**src/design/pll_synth_defines.svh**
```systemverilog
`ifndef PLL_SYNTH_DEFINES_SVH
`define PLL_SYNTH_DEFINES_SVH

// ==================================================
// register map
`define SYNTH_CTRL_OFS    8'h00
`define CLK_STATUS_OFS    8'h02
`define SYNTH_CTRL_RST    16'h3F00

// ==================================================
// control and status register fields
`define CTRL_RANGE_BIT    15
`define CTRL_POSTDIV_BIT  14
`define CTRL_MOD_HI       13
`define CTRL_MOD_LO       8
`define CTRL_LOCK_BIT     3
`define STAT_SYNTH_BIT    0

// ==================================================
// loop and timing
`define CLK_PERIOD_NS     25
`define REF_TIMEOUT_NS    1000000
`define REF_TIMEOUT_CYC   ((`REF_TIMEOUT_NS) / (`CLK_PERIOD_NS))
`define STRAP_SETTLE      2'h3
`define LOOP_GAIN_SHIFT   4
`define LOCK_TOL          11'sh001
`define LOCK_REFS         4'h8
`define NCO_INC_RST       16'h0100
`define NCO_PER_VCO       3'h7
`define POST_DIV4_LAST    2'h3
`define POST_DIV2_LAST    2'h1

`endif

```
**src/design/pll_synth_pkg.sv**
```systemverilog
package pll_synth_pkg;

	// ==================================================
	// register bus request
	typedef struct packed {
		logic [7:0]  addr;
		logic [15:0] wdata;
		logic        wr;
		logic        rd;
	} bus_req_t;

	// ==================================================
	// software fields of the control register
	typedef struct packed {
		logic       range;
		logic       postdiv;
		logic [5:0] modulus;
	} synth_ctrl_t;

	// ==================================================
	// clock system phase
	typedef enum logic [1:0] {
		PH_STRAP  = 2'b00,
		PH_HOLD   = 2'b01,
		PH_RUN    = 2'b10,
		PH_BYPASS = 2'b11
	} clk_phase_t;

endpackage

```
**src/design/pll_clock_synthesizer_control.sv**
```systemverilog
// Local design decisions: the register addresses and the plain strobed port.
`timescale 1ns/1ps
`default_nettype none
`include "pll_synth_defines.svh"

module pll_clock_synthesizer_control
#(
	parameter logic [15:0] REF_TIMEOUT_CYC = 16'(`REF_TIMEOUT_CYC)
)
(
	// clock and reset
	input  wire logic                     clk_in,
	input  wire logic                     rst_n_in,
	// register port
	input  wire pll_synth_pkg::bus_req_t  bus_req_in,
	output logic [15:0]                   rd_data_out,
	// pins
	input  wire logic                     clock_source_strap_in,
	input  wire logic                     external_clock_input_in,
	// clock system outputs
	output logic                          sys_clk_en_out,
	output logic                          sys_reset_n_out,
	output logic                          synth_lock_out,
	output logic                          synth_active_out
);
	import pll_synth_pkg::*;

	// ==================================================
	// control field reset values
	localparam logic [15:0] CTRL_RST_WORD = `SYNTH_CTRL_RST;
	localparam synth_ctrl_t CTRL_RST_FIELDS = '{
		range:   CTRL_RST_WORD[`CTRL_RANGE_BIT],
		postdiv: CTRL_RST_WORD[`CTRL_POSTDIV_BIT],
		modulus: CTRL_RST_WORD[`CTRL_MOD_HI:`CTRL_MOD_LO]
	};

	typedef struct packed {
		logic [1:0]  strap_sync;
		logic [1:0]  ref_sync;
		logic        ref_prev;
		clk_phase_t  phase;
		logic [1:0]  boot_cnt;
		synth_ctrl_t ctrl;
		logic        lock_flag;
		logic [3:0]  lock_cnt;
		logic [9:0]  tick_cnt;
		logic [15:0] nco_inc;
		logic [15:0] ref_idle;
		logic [15:0] rd_data;
		logic        sys_en;
		logic        rst_n;
	} top_state_t;

	top_state_t s_r;
	top_state_t s_nxt;

	logic              synth_on;
	logic              ref_rise;
	logic              nco_tick;
	logic              sys_tick;
	logic [9:0]        target;
	logic signed [10:0] phase_err;
	logic signed [17:0] inc_sum;
	logic              err_small;
	synth_ctrl_t       wr_ctrl;
	logic              loop_change;

	// ==================================================
	// synthesizer oscillator and post-divider
	synth_post_divider u_post_div
	(
		.clk_in       (clk_in),
		.rst_n_in     (rst_n_in),
		.run_in       (synth_on),
		.nco_inc_in   (s_r.nco_inc),
		.postdiv_in   (s_r.ctrl.postdiv),
		.nco_tick_out (nco_tick),
		.sys_tick_out (sys_tick)
	);

	assign synth_on = (s_r.phase == PH_HOLD) || (s_r.phase == PH_RUN);
	assign ref_rise = s_r.ref_sync[1] & ~s_r.ref_prev;

	// ==================================================
	// feedback modulus and phase comparison
	always_comb
	begin
		// modulus and range set feedback count
		// feedback count times 1/8 gives vco ratio
		target = 10'({4'h0, s_r.ctrl.modulus} + 10'h001);
		if (s_r.ctrl.range)
			target = 10'(target << 2);
		phase_err = $signed({1'b0, target}) - $signed({1'b0, s_r.tick_cnt});
		inc_sum = $signed({2'b00, s_r.nco_inc})
			+ 18'($signed(phase_err) <<< `LOOP_GAIN_SHIFT);
		err_small = (phase_err <= `LOCK_TOL) && (phase_err >= -`LOCK_TOL);
	end

	// ==================================================
	// write decode of control fields
	always_comb
	begin
		wr_ctrl.range   = bus_req_in.wdata[`CTRL_RANGE_BIT];
		wr_ctrl.postdiv = bus_req_in.wdata[`CTRL_POSTDIV_BIT];
		wr_ctrl.modulus = bus_req_in.wdata[`CTRL_MOD_HI:`CTRL_MOD_LO];
		loop_change = bus_req_in.wr && (bus_req_in.addr == `SYNTH_CTRL_OFS)
			&& ((wr_ctrl.range != s_r.ctrl.range)
			|| (wr_ctrl.modulus != s_r.ctrl.modulus));
	end

	// ==================================================
	// next state
	always_comb
	begin
		s_nxt = s_r;
		s_nxt.strap_sync = {s_r.strap_sync[0], clock_source_strap_in};
		s_nxt.ref_sync   = {s_r.ref_sync[0], external_clock_input_in};
		s_nxt.ref_prev   = s_r.ref_sync[1];
		s_nxt.sys_en     = 1'b0;
		s_nxt.rd_data    = 16'h0000;

		// reset release and clock source selection
		case (s_r.phase)
			PH_STRAP:
			begin
				s_nxt.rst_n = 1'b0;
				if (s_r.boot_cnt == `STRAP_SETTLE)
				begin
					if (s_r.strap_sync[1])
						s_nxt.phase = PH_HOLD;
					else
						s_nxt.phase = PH_BYPASS;
				end
				else
				begin
					s_nxt.boot_cnt = s_r.boot_cnt + 2'h1;
				end
			end
			PH_HOLD:
			begin
				s_nxt.rst_n = 1'b0;
				if (s_r.lock_flag)
				begin
					s_nxt.phase = PH_RUN;
					s_nxt.rst_n = 1'b1;
				end
			end
			PH_RUN:
			begin
				s_nxt.rst_n = 1'b1;
				s_nxt.sys_en = sys_tick;
			end
			PH_BYPASS:
			begin
				s_nxt.rst_n = 1'b1;
				s_nxt.sys_en = ref_rise;
			end
			default:
			begin
				s_nxt.phase = PH_STRAP;
				s_nxt.rst_n = 1'b0;
			end
		endcase

		// phase detector and loop filter
		if (synth_on)
		begin
			if (nco_tick && (s_r.tick_cnt != 10'h3FF))
				s_nxt.tick_cnt = s_r.tick_cnt + 10'h001;
			if (s_r.ref_idle != REF_TIMEOUT_CYC)
				s_nxt.ref_idle = s_r.ref_idle + 16'h0001;
			if (ref_rise)
			begin
				s_nxt.ref_idle = 16'h0000;
				s_nxt.tick_cnt = nco_tick ? 10'h001 : 10'h000;
				if (inc_sum < 18'sh00001)
					s_nxt.nco_inc = 16'h0001;
				else if (inc_sum > 18'sh0FFFF)
					s_nxt.nco_inc = 16'hFFFF;
				else
					s_nxt.nco_inc = inc_sum[15:0];
				if (err_small)
				begin
					if (s_r.lock_cnt == `LOCK_REFS)
						s_nxt.lock_flag = 1'b1;
					else
						s_nxt.lock_cnt = s_r.lock_cnt + 4'h1;
				end
				else
				begin
					s_nxt.lock_cnt = 4'h0;
					s_nxt.lock_flag = 1'b0;
				end
			end
			else if (s_r.ref_idle == REF_TIMEOUT_CYC)
			begin
				s_nxt.lock_cnt = 4'h0;
				s_nxt.lock_flag = 1'b0;
			end
		end
		else
		begin
			s_nxt.lock_flag = 1'b0;
			s_nxt.lock_cnt = 4'h0;
		end

		// register writes
		if (bus_req_in.wr && (bus_req_in.addr == `SYNTH_CTRL_OFS))
		begin
			s_nxt.ctrl = wr_ctrl;
		end
		// range or modulus change forces relock
		if (loop_change)
		begin
			s_nxt.lock_flag = 1'b0;
			s_nxt.lock_cnt = 4'h0;
		end

		// register reads, data in the following cycle
		if (bus_req_in.rd)
		begin
			case (bus_req_in.addr)
				`SYNTH_CTRL_OFS:
				begin
					s_nxt.rd_data[`CTRL_RANGE_BIT] = s_r.ctrl.range;
					s_nxt.rd_data[`CTRL_POSTDIV_BIT] = s_r.ctrl.postdiv;
					s_nxt.rd_data[`CTRL_MOD_HI:`CTRL_MOD_LO] = s_r.ctrl.modulus;
					s_nxt.rd_data[`CTRL_LOCK_BIT] = s_r.lock_flag;
				end
				`CLK_STATUS_OFS:
				begin
					s_nxt.rd_data[`STAT_SYNTH_BIT] = synth_on;
				end
				default:
				begin
					s_nxt.rd_data = 16'h0000;
				end
			endcase
		end
	end

	// ==================================================
	// state register
	always_ff @(posedge clk_in or negedge rst_n_in)
	begin
		if (!rst_n_in)
		begin
			s_r <= '0;
			s_r.phase <= PH_STRAP;
			s_r.ctrl <= CTRL_RST_FIELDS;
			s_r.nco_inc <= `NCO_INC_RST;
		end
		else
		begin
			s_r <= s_nxt;
		end
	end

	// ==================================================
	// outputs
	assign rd_data_out      = s_r.rd_data;
	assign sys_clk_en_out   = s_r.sys_en;
	assign sys_reset_n_out  = s_r.rst_n;
	assign synth_lock_out   = s_r.lock_flag;
	assign synth_active_out = synth_on;

endmodule
`default_nettype wire

```
**src/design/synth_post_divider.sv**
```systemverilog
`timescale 1ns/1ps
`default_nettype none
`include "pll_synth_defines.svh"

module synth_post_divider
(
	// clock and reset
	input  wire logic        clk_in,
	input  wire logic        rst_n_in,
	// oscillator control
	input  wire logic        run_in,
	input  wire logic [15:0] nco_inc_in,
	input  wire logic        postdiv_in,
	// ticks
	output logic             nco_tick_out,
	output logic             sys_tick_out
);
	import pll_synth_pkg::*;

	typedef struct packed {
		logic [15:0] acc;
		logic [2:0]  vco_div;
		logic [1:0]  post_div;
		logic        nco_tick;
		logic        sys_tick;
	} div_state_t;

	div_state_t s_r;
	div_state_t s_nxt;
	logic [16:0] sum;
	logic        vco_tick;
	logic [1:0]  post_last;

	// ==================================================
	// oscillator, vco divider, post-divider
	always_comb
	begin
		s_nxt = s_r;
		sum = {1'b0, s_r.acc} + {1'b0, nco_inc_in};
		vco_tick = 1'b0;
		post_last = postdiv_in ? `POST_DIV2_LAST : `POST_DIV4_LAST;
		s_nxt.nco_tick = 1'b0;
		s_nxt.sys_tick = 1'b0;
		if (run_in)
		begin
			s_nxt.acc = sum[15:0];
			s_nxt.nco_tick = sum[16];
			if (sum[16])
			begin
				s_nxt.vco_div = s_r.vco_div + 3'h1;
				vco_tick = (s_r.vco_div == `NCO_PER_VCO);
			end
		end
		if (vco_tick)
		begin
			if (s_r.post_div >= post_last)
			begin
				s_nxt.post_div = 2'h0;
				s_nxt.sys_tick = 1'b1;
			end
			else
			begin
				s_nxt.post_div = s_r.post_div + 2'h1;
			end
		end
	end

	always_ff @(posedge clk_in or negedge rst_n_in)
	begin
		if (!rst_n_in)
			s_r <= '0;
		else
			s_r <= s_nxt;
	end

	assign nco_tick_out = s_r.nco_tick;
	assign sys_tick_out = s_r.sys_tick;

endmodule
`default_nettype wire

```
**config.mk**
```make
export PLATFORM = sky130hd
export DESIGN_NAME = pll_clock_synthesizer_control
export DESIGN_NICKNAME = d
export VERILOG_FILES = /design/src/design/pll_synth_pkg.sv /design/src/design/pll_clock_synthesizer_control.sv /design/src/design/synth_post_divider.sv
export VERILOG_INCLUDE_DIRS = /design/src /design/src/design
export SDC_FILE = /design/constraint.sdc
export NUM_CORES = 1
export LEC_CHECK = 0
export BUFFER_PORTS_ARGS = -buffer_cell sky130_fd_sc_hd__buf_4
export CAP_MARGIN = 15
export CORE_ASPECT_RATIO = 0.9
export CORE_UTILIZATION = 60
export DETAILED_ROUTE_END_ITERATION = 16
export PLACE_DENSITY_LB_ADDON = 0.3
export SLEW_MARGIN = 20
export SYNTH_ARGS = -nofsm -noshare
export SYNTH_HDL_FRONTEND = slang
export SYNTH_SLANG_ARGS = --single-unit
```
**constraint.sdc**
```tcl
create_clock -name clk_in -period 5.3 [get_ports clk_in]
set_clock_uncertainty 0.15 [all_clocks]
set_input_delay 0.265 -clock clk_in [delete_from_list [all_inputs] [get_ports clk_in]]
set_output_delay 0.265 -clock clk_in [all_outputs]
set_load 0.02 [all_outputs]
```
==> impl_metrics.py, run 1 <==
metrics = {
    "run_status": {
        "status": "completed",
    },
    "sta": {
        "maxSlewHeadroom_pct": 44.2,
        "hold_viol": 0,
        "timing.setup.tns_ns": 0,
        "max_freq_mhz": 202,
        "fin_crit_sh_pct": 93.6,
        "setup_slack_ns": 0.339,
        "worstMarginPinSlew_ns": 0.815,
        "min_period_ns": 4.96,
        "rsz0062_at_grt": "no",
        "setup_viol": 0,
        "drv_slew": 0,
    },
    "cts": {
        "clockRootBuffer": "clkbuf_16",
        "cts_tree": "done",
        "post-cts-setup-buffers": 0,
        "clk_pin_slew_worst_paths_ns": 0.07,
        "cts_buffer_depth": 2,
        "numCtsBuffers": 9,
        "cts.sink_count": 99,
        "clock_latency_ns": 0.35,
        "cts_htree_levels": 3,
    },
    "setup_path": {
        "cp_max_fo": 14,
        "ff2ff_path_depth": 17,
        "worst-endpoint-required_ns": 5.44,
        "end_kind": "flip-flop",
        "path_class": "flip-flop to flip-flop",
        "cp-start-kind": "flip-flop",
        "arrival_ns": 5.10,
    },
    "logic_synthesis": {
        "synth_top_area_share_pct": 34.7,
        "yosys_warnings": 0,
        "async_reset_ff_share_pct": 100,
        "synth_area_leaders": "dfrtp_1, ha_1, mux2_2, nor2_1, xnor2_1",
        "synth_area_per_cell_sq_um": 9.36,
        "netlist_area_sq_um": 6630,
        "ys_types": 72,
        "synth_edf_count": 0,
        "postSynthCellCount": 708,
        "yosysTopAreaCell": "dfrtp_1",
        "ys_ff_latch": 99,
        "ys.flop_type": "dfrtp_1",
        "seq_area_frac_synth_pct": 37.5,
    },
    "place": {
        "io_buffers": 35,
        "dp_slack_ns": 0.231,
        "dpl.hpwl_mm": 9.98,
        "gp_congestion": 0.899,
    },
    "floorplan": {
        "die-area_sq_um": 11500,
        "core_area_sq_um": 10800,
        "die_h_microns": 102,
        "row_count": 36,
        "start_util_pct": 61.6,
        "pin_count": 50,
        "dieWidth_microns": 113,
    },
    "pwr": {
        "ir_drop_v": 0.000452,
        "p_leak_nw": 3.35,
        "powerDensity_nw_per_um2": 586,
    },
    "global_route": {
        "grt_remaining_overflow": 0,
        "grt_max_degree": 54,
        "grt_pass1_vias": 4983,
        "grt_pass1_wl_mm": 22.9,
        "antenna_found_initial": 0,
        "gr-usage-all-layers_pct": 25.2,
    },
    "detailed_routing": {
        "drt_wl_total_mm": 13.9,
        "firstDrtPassIters": 5,
        "num_vias": 5263,
        "antenna_left": 0,
        "drt_iter0_drc": 274,
        "vias_per_cell": 6.04,
        "wl_per_cell_microns": 15.9,
        "route.detailed.drc": 0,
    },
    "cells_and_area": {
        "n_antenna_cell": 0,
        "final_nets": 821,
        "drive_gt1_share_pct": 14.7,
        "area_growth_pct": 9.67,
        "seq_area_sq_um": 2490,
        "nFillCells": 842,
        "multi_input_area_sq_um": 3810,
    },
    "min_path": {
        "hold_depth": 3,
        "hold_class": "primary input to flip-flop",
    },
    "job": {
        "cap_violations": 0,
    },
}
## worst max-delay path, stage by stage (launching register included)
cell,delay (ns)
dfstp_2,0.60
ha_1,0.27
xor2_1,0.19
nor2_1,0.06
a21oi_1,0.17
ha_1,0.31
o21ai_0,0.25
a21oi_1,0.06
o311ai_0,0.66
ha_1,0.41
inv_1,0.11
o2bb2ai_1,0.14
a31oi_1,0.10
a31o_2,0.30
a31oi_1,0.29
mux2_2,0.50
nor2_1,0.20
a21o_1,0.11
## cell families after synthesis
logic type | Yosys count | synth area share (%)
buffers and inverters | 78 | 5.48
adders and majority gates | 57 | 11.1
xor gates and xnor gates | 56 | 7.52
AOI/OAI and AO/OA | 161 | 16.3
DFF | 99 | 37.5
and+or+nand+nor | 228 | 17.4
muxes | 28 | 4.66
other | 1 | 0.0566
## area by class of cell
| cell class | instances | area share [%] |
|---|---|---|
| clock buffers | 10 | 3.29 |
| clock inverters | 6 | 0.689 |
| inverters | 42 | 2.17 |
| multi-input cells | 536 | 52.5 |
| flip-flops and latches | 99 | 34.2 |
| well taps | 133 | 2.29 |
| repair buffers | 46 | 4.89 |
## final timing paths
check / startpoint / end / slack [ns]
max: s_r[65] / s_r[37] / 0.34
max reg2reg: s_r[65] / s_r[37] / 0.34
min: bus_req_in[19] / rd_data_out[0] / 0.01
max in group asynchronous: rst_n_in / s_r[31] / 3.59
min reg2reg: s_nxt[79] / s_nxt[77] / 0.20
min in group asynchronous: rst_n_in / s_r[30] / 0.33
## power breakdown
group | internal [mW] | total, mW | switching [mW] | leakage (nW)
Sequential | 0.937 | 1.09 | 0.157 | 1.23
Clock | 0.336 | 0.632 | 0.296 | 0.141
Combinational | 1.12 | 2.53 | 1.42 | 1.99
## stage by stage
stage	hold WS [ns]	util (%)	power, mW	cell area (sq um)	cells
final	0.0122	67.5	4.26	7270	872
after global placement	0.164	64.3	3.39	6920	852
after floorplan	-0.181	-	3.03	6650	713
after CTS	0.00101	67.4	4.20	7250	872
after detailed placement	0.169	64.3	3.52	6920	852
after global routing	0.0150	67.5	4.57	7270	872
## cell usage in the layout (no fill, tap or decap), types with 9 or more instances in the layout
master     synthesis  final
clkbuf_16          0      9
nand3_1           20     20
o21ai_0           30     30
inv_1             41     41
nor2_1            69     69
a21o_1            13     13
a31oi_1           10     10
mux2_2            23     23
buf_4             16     42
and2_1            11     11
nor3_1            12     12
a21oi_1           43     43
or2_2              9      9
ha_1              54     54
xnor2_1           29     29
dfrtp_1           92     92
xor2_1            26     26
nor2b_1           12     12
nand2_1           46     45
## per-layer routing
metal	wire length (microns)	up-vias	part of all wire, %	track usage, %
met5	0	-	0	0
met4	313	0	2.3	11.0
met3	593	32	4.3	4.55
met2	6550	138	47	42.1
met1	6400	2548	46	32.5
li1	-	2545	-	-
## cells in the mapped netlist (10+ instances only)
library cell / n
buf_4: 16
ha_1: 54
xnor2_1: 29
nand3_1: 20
xor2_1: 26
nor2b_1: 12
dfrtp_1: 92
a21oi_1: 43
nand2_1: 46
a21o_1: 13
and2_1: 11
a31oi_1: 10
mux2_2: 23
inv_1: 41
o21ai_0: 30
nor2_1: 69
clkbuf_1: 17
nor3_1: 12
## sequential cells by signal, summed over array words and instances (netlist names), 3 cells and up
name            count
rd_data_out        10
s_nxt               3
s_r                60
u_post_div.s_r     21
## what timing repair did
action	CTS	global route
resized for setup	0	4
setup endpoints to repair	0	15
endpoints found under the hold margin	43	0
hold buffers	4	0
No activity file was read; power rests on OpenSTA's default activity.
==> run 2: changes to the inputs <==
--- a/config.mk
+++ b/config.mk
@@ -8,8 +8,10 @@
 export LEC_CHECK = 0
 export BUFFER_PORTS_ARGS = -buffer_cell sky130_fd_sc_hd__buf_4
 export CAP_MARGIN = 15
+export CELL_PAD_IN_SITES_DETAIL_PLACEMENT = 1
+export CELL_PAD_IN_SITES_GLOBAL_PLACEMENT = 1
 export CORE_ASPECT_RATIO = 0.9
-export CORE_UTILIZATION = 60
+export CORE_UTILIZATION = 48
 export DETAILED_ROUTE_END_ITERATION = 16
 export PLACE_DENSITY_LB_ADDON = 0.3
 export SLEW_MARGIN = 20
==> run 2 against run 1 <==
Sequential share of layout area down 0.26 points. Sequential power about the same. Final area up 0.76%. Largest power group unchanged. Total power up 0.84%.
==> impl_metrics.py, run 2 (same netlist as run 1, synthesis figures left out) <==
metrics = {
    "run_status": {
        "status": "completed",
    },
    "global_route": {
        "grt_pass1_vias": 5404,
        "grt_max_degree": 58,
        "grt_pass1_wl_mm": 26.6,
        "gr-usage-all-layers_pct": 23.7,
        "antenna_found_initial": 0,
        "grt_remaining_overflow": 0,
    },
    "sta": {
        "min_period_ns": 4.98,
        "setup_viol": 0,
        "maxSlewHeadroom_pct": 45.8,
        "setup_slack_ns": 0.325,
        "drv_slew": 0,
        "max_freq_mhz": 201,
        "worstMarginPinSlew_ns": 0.792,
        "hold_ws_ns": 0.0104,
        "fin_crit_sh_pct": 93.9,
        "hold_viol": 0,
    },
    "cts": {
        "clock_latency_ns": 0.36,
        "numCtsBuffers": 9,
        "clk_pin_slew_worst_paths_ns": 0.06,
        "cts_buffer_depth": 2,
        "cts.sink_count": 99,
        "cts_htree_levels": 3,
        "clockRootBuffer": "clkbuf_16",
        "cts_tree": "done",
    },
    "detailed_routing": {
        "antenna_left": 0,
        "drt_wl_total_mm": 16.1,
        "num_vias": 5197,
        "wl_per_cell_microns": 17.8,
        "firstDrtPassIters": 4,
        "vias_per_cell": 5.73,
        "drt_iter0_drc": 245,
        "route.detailed.drc": 0,
    },
    "place": {
        "io_buffers": 35,
        "dp_slack_ns": 0.0395,
        "gp_congestion": 0.885,
        "dpl.hpwl_mm": 11.9,
    },
    "pwr": {
        "p_clk_share_pct": 14.5,
        "p_sw_share_pct": 44.1,
        "p_leak_nw": 3.35,
        "p_int_mw": 2.40,
        "comb_power_share_pct": 59.9,
        "power_mw": 4.29,
        "ir_drop_v": 0.000383,
        "seqPwrFrac_pct": 25.6,
        "netSwitchingPower_mw": 1.89,
        "powerDensity_nw_per_um2": 586,
    },
    "floorplan": {
        "dieWidth_microns": 126,
        "core_area_sq_um": 13400,
        "die_h_microns": 113,
        "die-area_sq_um": 14300,
        "pin_count": 50,
        "row_count": 40,
        "start_util_pct": 49.4,
    },
    "setup_path": {
        "cp_top_family": "compound AO/OA/AOI/OAI gates",
        "path_cells": "ha_1 -> xor2_1 -> nor2_1 -> a21oi_1 -> ha_1 -> a211oi_1 -> o21ai_0 -> a21oi_1 -> xor2_2 -> inv_1 -> ha_1 -> o2111ai_1 -> a21oi_1 -> nand2_1 -> a311oi_2 -> nand2_1 -> mux2_4 -> nor2_1 -> a21o_1",
        "cp-start-kind": "flip-flop",
        "slowest_delay_ns": 0.60,
        "rrSetupSlack_ns": 0.32,
        "arrival_ns": 5.12,
        "slowest_stage": "dfstp_2",
        "end_kind": "flip-flop",
        "worst-endpoint-required_ns": 5.44,
        "worst-path-buf-inv": 1,
        "path_class": "flip-flop to flip-flop",
        "cp_max_fo": 14,
    },
    "cells_and_area": {
        "n_antenna_cell": 0,
        "drive_gt1_share_pct": 14.6,
        "area_growth_pct": 10.5,
        "nFillCells": 1560,
        "regMostFlops": "s_r",
        "layout_common_cells": "dfrtp_1, nor2_1, ha_1",
        "largest_reg_flops": 60,
        "final_common_cell": "dfrtp_1",
        "final_nets": 822,
    },
    "min_path": {
        "hold_class": "primary input to flip-flop",
    },
    "job": {
        "cap_violations": 0,
    },
}
==> run 2: final timing paths <==
kind	startpoint	endpoint	depth (start not counted)
setup reg to reg	s_r[65]	s_r[35]	19
hold / removal	bus_req_in[11]	s_r[66]	2
max in group asynchronous	rst_n_in	s_r[43]	3
hold reg to reg	s_nxt[81]	s_r[81]	0
min in group asynchronous	rst_n_in	s_r[29]	2
setup / recovery	s_r[65]	s_r[35]	19
==> run 2: per-layer routing <==
layer,GRT usage [%],wire length (microns)
met2,40.7,7970
met1,30.5,7610
met5,0,0
met4,5.70,185
met3,5.21,353
==> run 2: power groups by stage <==
| stage | Clock, mW | Combinational (mW) | Sequential [mW] |
|---|---|---|---|
| final | 0.621 | 2.57 | 1.10 |
| after CTS | 0.641 | 2.54 | 1.10 |
| after detailed placement | 0 | 2.51 | 1.11 |
| after global routing | 0.663 | 2.87 | 1.12 |
| after floorplan | 0 | 1.99 | 1.05 |
| after global placement | 0 | 2.35 | 1.10 |
==> run 2: final cells by class <==
class                           count  area, sq um  area share [%]
Clock inverter                      5         37.5           0.513
Tap cell                          168          210            2.87
Clock buffer                       10          239            3.26
Sequential cell                    99         2490            34.0
Inverter                           42          158            2.15
Multi-Input combinational cell    536         3820            52.2
Timing Repair Buffer               47          368            5.02
==> run 2: repair_timing <==
action / 4_1_cts / 5_1_grt
buffers inserted: 0 / 0
endpoints found under the hold margin: 41 / 0
hold buffers: 6 / 0
endpoints found under the setup margin: 4 / 15
resized for setup: 1 / 7
==> run 2: through the flow <==
step / area [sq um] / cells / setup TNS (ns) / utilization [%]
after floorplan: 6650 / 713 / 0 / -
after global placement: 6960 / 886 / 0 / 51.9
after detailed placement: 6960 / 886 / 0 / 51.9
after CTS: 7290 / 907 / 0 / 54.4
after global routing: 7320 / 907 / -0.0102 / 54.6
final: 7320 / 907 / 0 / 54.6
==> run 2: worst register-to-register path: stages (launching register included) <==
cell and delay (ns):
dfstp_2 0.60, ha_1 0.29, xor2_1 0.21, nor2_1 0.06, a21oi_1 0.16, ha_1 0.32
a211oi_1 0.31, o21ai_0 0.20, a21oi_1 0.29, xor2_2 0.27, inv_1 0.08, ha_1 0.38
o2111ai_1 0.14, a21oi_1 0.20, nand2_1 0.10, a311oi_2 0.34, nand2_1 0.13, mux2_4 0.36
nor2_1 0.21, a21o_1 0.12
==> run 3: changes to the inputs <==
--- a/config.mk
+++ b/config.mk
@@ -6,7 +6,7 @@
 export SDC_FILE = /design/constraint.sdc
 export NUM_CORES = 1
 export LEC_CHECK = 0
-export BUFFER_PORTS_ARGS = -buffer_cell sky130_fd_sc_hd__buf_4
+export BUFFER_PORTS_ARGS = -buffer_cell sky130_fd_sc_hd__buf_2
 export CAP_MARGIN = 15
 export CELL_PAD_IN_SITES_DETAIL_PLACEMENT = 1
 export CELL_PAD_IN_SITES_GLOBAL_PLACEMENT = 1
==> run 3 against run 2 <==
Clock-buffer cell count rose by 1. Utilization shrank 0.29 points. Clock power increased by 7.7%. Highest routed layer unchanged. Combinational power about the same. Fmax increased by 1.4%. Total power is 1.0% higher. Global-route usage rose by 0.39 points. Non-clock buffer count grew 1. Die area is the same. Hold slack better by 0.010 ns.
==> impl_metrics.py, run 3 (same netlist as run 1, synthesis figures left out) <==
metrics = {
    "detailed_routing": {
        "num_vias": 5216,
        "vias_per_cell": 5.74,
        "drt_iter0_drc": 211,
        "antenna_left": 0,
        "drt_wl_total_mm": 16.0,
        "route.detailed.drc": 0,
        "firstDrtPassIters": 6,
        "wl_per_cell_microns": 17.6,
    },
    "cells_and_area": {
        "seq_area_sq_um": 2490,
        "largest_reg_flops": 60,
        "n_antenna_cell": 0,
        "drive_gt1_share_pct": 15.0,
        "layout_common_cells": "dfrtp_1, nor2_1, ha_1",
        "area_growth_pct": 9.91,
        "multi_input_area_sq_um": 3840,
        "nFillCells": 1534,
        "regMostFlops": "s_r",
        "final_nets": 823,
        "final_common_cell": "dfrtp_1",
    },
    "pwr": {
        "power_mw": 4.34,
        "ir_drop_v": 0.000385,
        "p_leak_nw": 3.36,
        "powerDensity_nw_per_um2": 596,
    },
    "global_route": {
        "globalRouteMet3Util_pct": 3.89,
        "grt_pass1_vias": 5502,
        "gr-usage-all-layers_pct": 24.1,
        "gr-usage-met2_pct": 42.0,
        "top_usage_layer": "met2",
        "antenna_found_initial": 0,
        "grt_max_degree": 60,
        "grt_pass1_wl_mm": 27.1,
        "grtUsageMet1_pct": 30.4,
        "grt_remaining_overflow": 0,
    },
    "cts": {
        "cts_htree_levels": 3,
        "cts_buffer_depth": 2,
        "cts_tree": "done",
        "post-cts-setup-buffers": 0,
        "numCtsBuffers": 9,
        "clock_latency_ns": 0.35,
        "clk_pin_slew_worst_paths_ns": 0.07,
        "cts.sink_count": 99,
        "clockRootBuffer": "clkbuf_16",
    },
    "floorplan": {
        "pin_count": 50,
        "core_area_sq_um": 13400,
        "dieWidth_microns": 126,
        "die_h_microns": 113,
        "start_util_pct": 49.4,
        "row_count": 40,
        "die-area_sq_um": 14300,
    },
    "sta": {
        "drv_slew": 0,
        "rsz0062_at_grt": "no",
        "timing.setup.tns_ns": 0,
        "hold_viol": 0,
        "maxSlewHeadroom_pct": 35.8,
        "worstMarginPinSlew_ns": 0.939,
        "setup_viol": 0,
        "min_period_ns": 4.91,
        "fin_crit_sh_pct": 92.6,
        "max_freq_mhz": 204,
    },
    "place": {
        "gp_congestion": 0.845,
        "dpl.hpwl_mm": 11.9,
        "io_buffers": 35,
    },
    "setup_path": {
        "cp_max_fo": 14,
        "arrival_ns": 5.04,
        "ff2ff_path_depth": 17,
        "path_class": "flip-flop to flip-flop",
        "cp-start-kind": "flip-flop",
        "rrSetupSlack_ns": 0.39,
        "reg2reg_from": "s_r[65]",
        "r2r-end": "s_r[34]",
        "end_kind": "flip-flop",
        "worst-endpoint-required_ns": 5.43,
        "worstSetupStartpoint": "s_r[65]",
        "worstSetupEndpoint": "s_r[34]",
    },
    "min_path": {
        "hold_class": "primary input to flip-flop",
    },
    "job": {
        "cap_violations": 0,
    },
    "run_status": {
        "status": "completed",
    },
}
-- run 3: worst min-delay path by stage --
stage | endpoint | depth (start not counted) | slack (ns) | startpoint
after floorplan | rd_data_out[0] | 0 | -0.18 | rst_n_in
after CTS | s_r[65] | 2 | 0.01 | bus_req_in[10]
after detailed placement | s_r[30] | 1 | 0.13 | rst_n_in
after global routing | s_r[65] | 2 | 0.03 | bus_req_in[10]
final | s_r[65] | 2 | 0.02 | bus_req_in[10]
after global placement | s_r[30] | 1 | 0.12 | rst_n_in
-- run 3: power by group --
group	switching (mW)	internal (mW)
sequential	0.162	0.937
clock	0.288	0.381
combinational	1.44	1.13
total	1.89	2.45
-- run 3: layer usage --
layer	part of all wire, %	wire (microns)
met3	2.5	397
met5	0	0
met4	2.1	337
met1	46	7340
met2	50	7970
-- run 3: timing repair --
action                     in CTS  in global routing
gates resized for setup         0                 10
setup endpoints to repair       0                 16
hold endpoints to repair       43                  0
hold buffers                    6                  0
-- run 3: area by class of cell --
| type | instances | area share (%) |
|---|---|---|
| Sequential cell | 99 | 34.1 |
| Clock buffer | 11 | 3.33 |
| Multi-Input combinational cell | 536 | 52.7 |
| Inverter | 42 | 2.16 |
| Tap cell | 168 | 2.89 |
| Timing Repair Buffer | 48 | 3.99 |
| Clock inverter | 5 | 0.825 |
-- run 3: critical path, cell delays in order (launching register included) --
cell and delay, ns:
dfstp_2 0.60, and3_1 0.31, a211oi_1 0.14, a311oi_1 0.33, ha_1 0.38, o21a_1 0.23
o21a_1 0.18, a21oi_1 0.21, xor2_2 0.27, inv_1 0.08, ha_1 0.35, a21o_1 0.21
a21oi_1 0.26, a311oi_4 0.16, or2_2 0.31, mux2_4 0.37, o311a_1 0.14, o21bai_1 0.13
-- run 3: per-stage QoR --
| step | util [%] | hold slack (ns) | instances | worst slack, ns | instance area, sq um |
|---|---|---|---|---|---|
| after detailed placement | 51.3 | 0.135 | 887 | 0.150 | 6880 |
| final | 54.3 | 0.0208 | 909 | 0.391 | 7280 |
| after global placement | 51.3 | 0.124 | 887 | 0.295 | 6880 |
| after global routing | 54.3 | 0.0278 | 909 | 0.0304 | 7280 |
| after CTS | 54.0 | 0.0135 | 909 | 0.0692 | 7240 |
| after floorplan | - | -0.181 | 713 | 0.607 | 6650 |
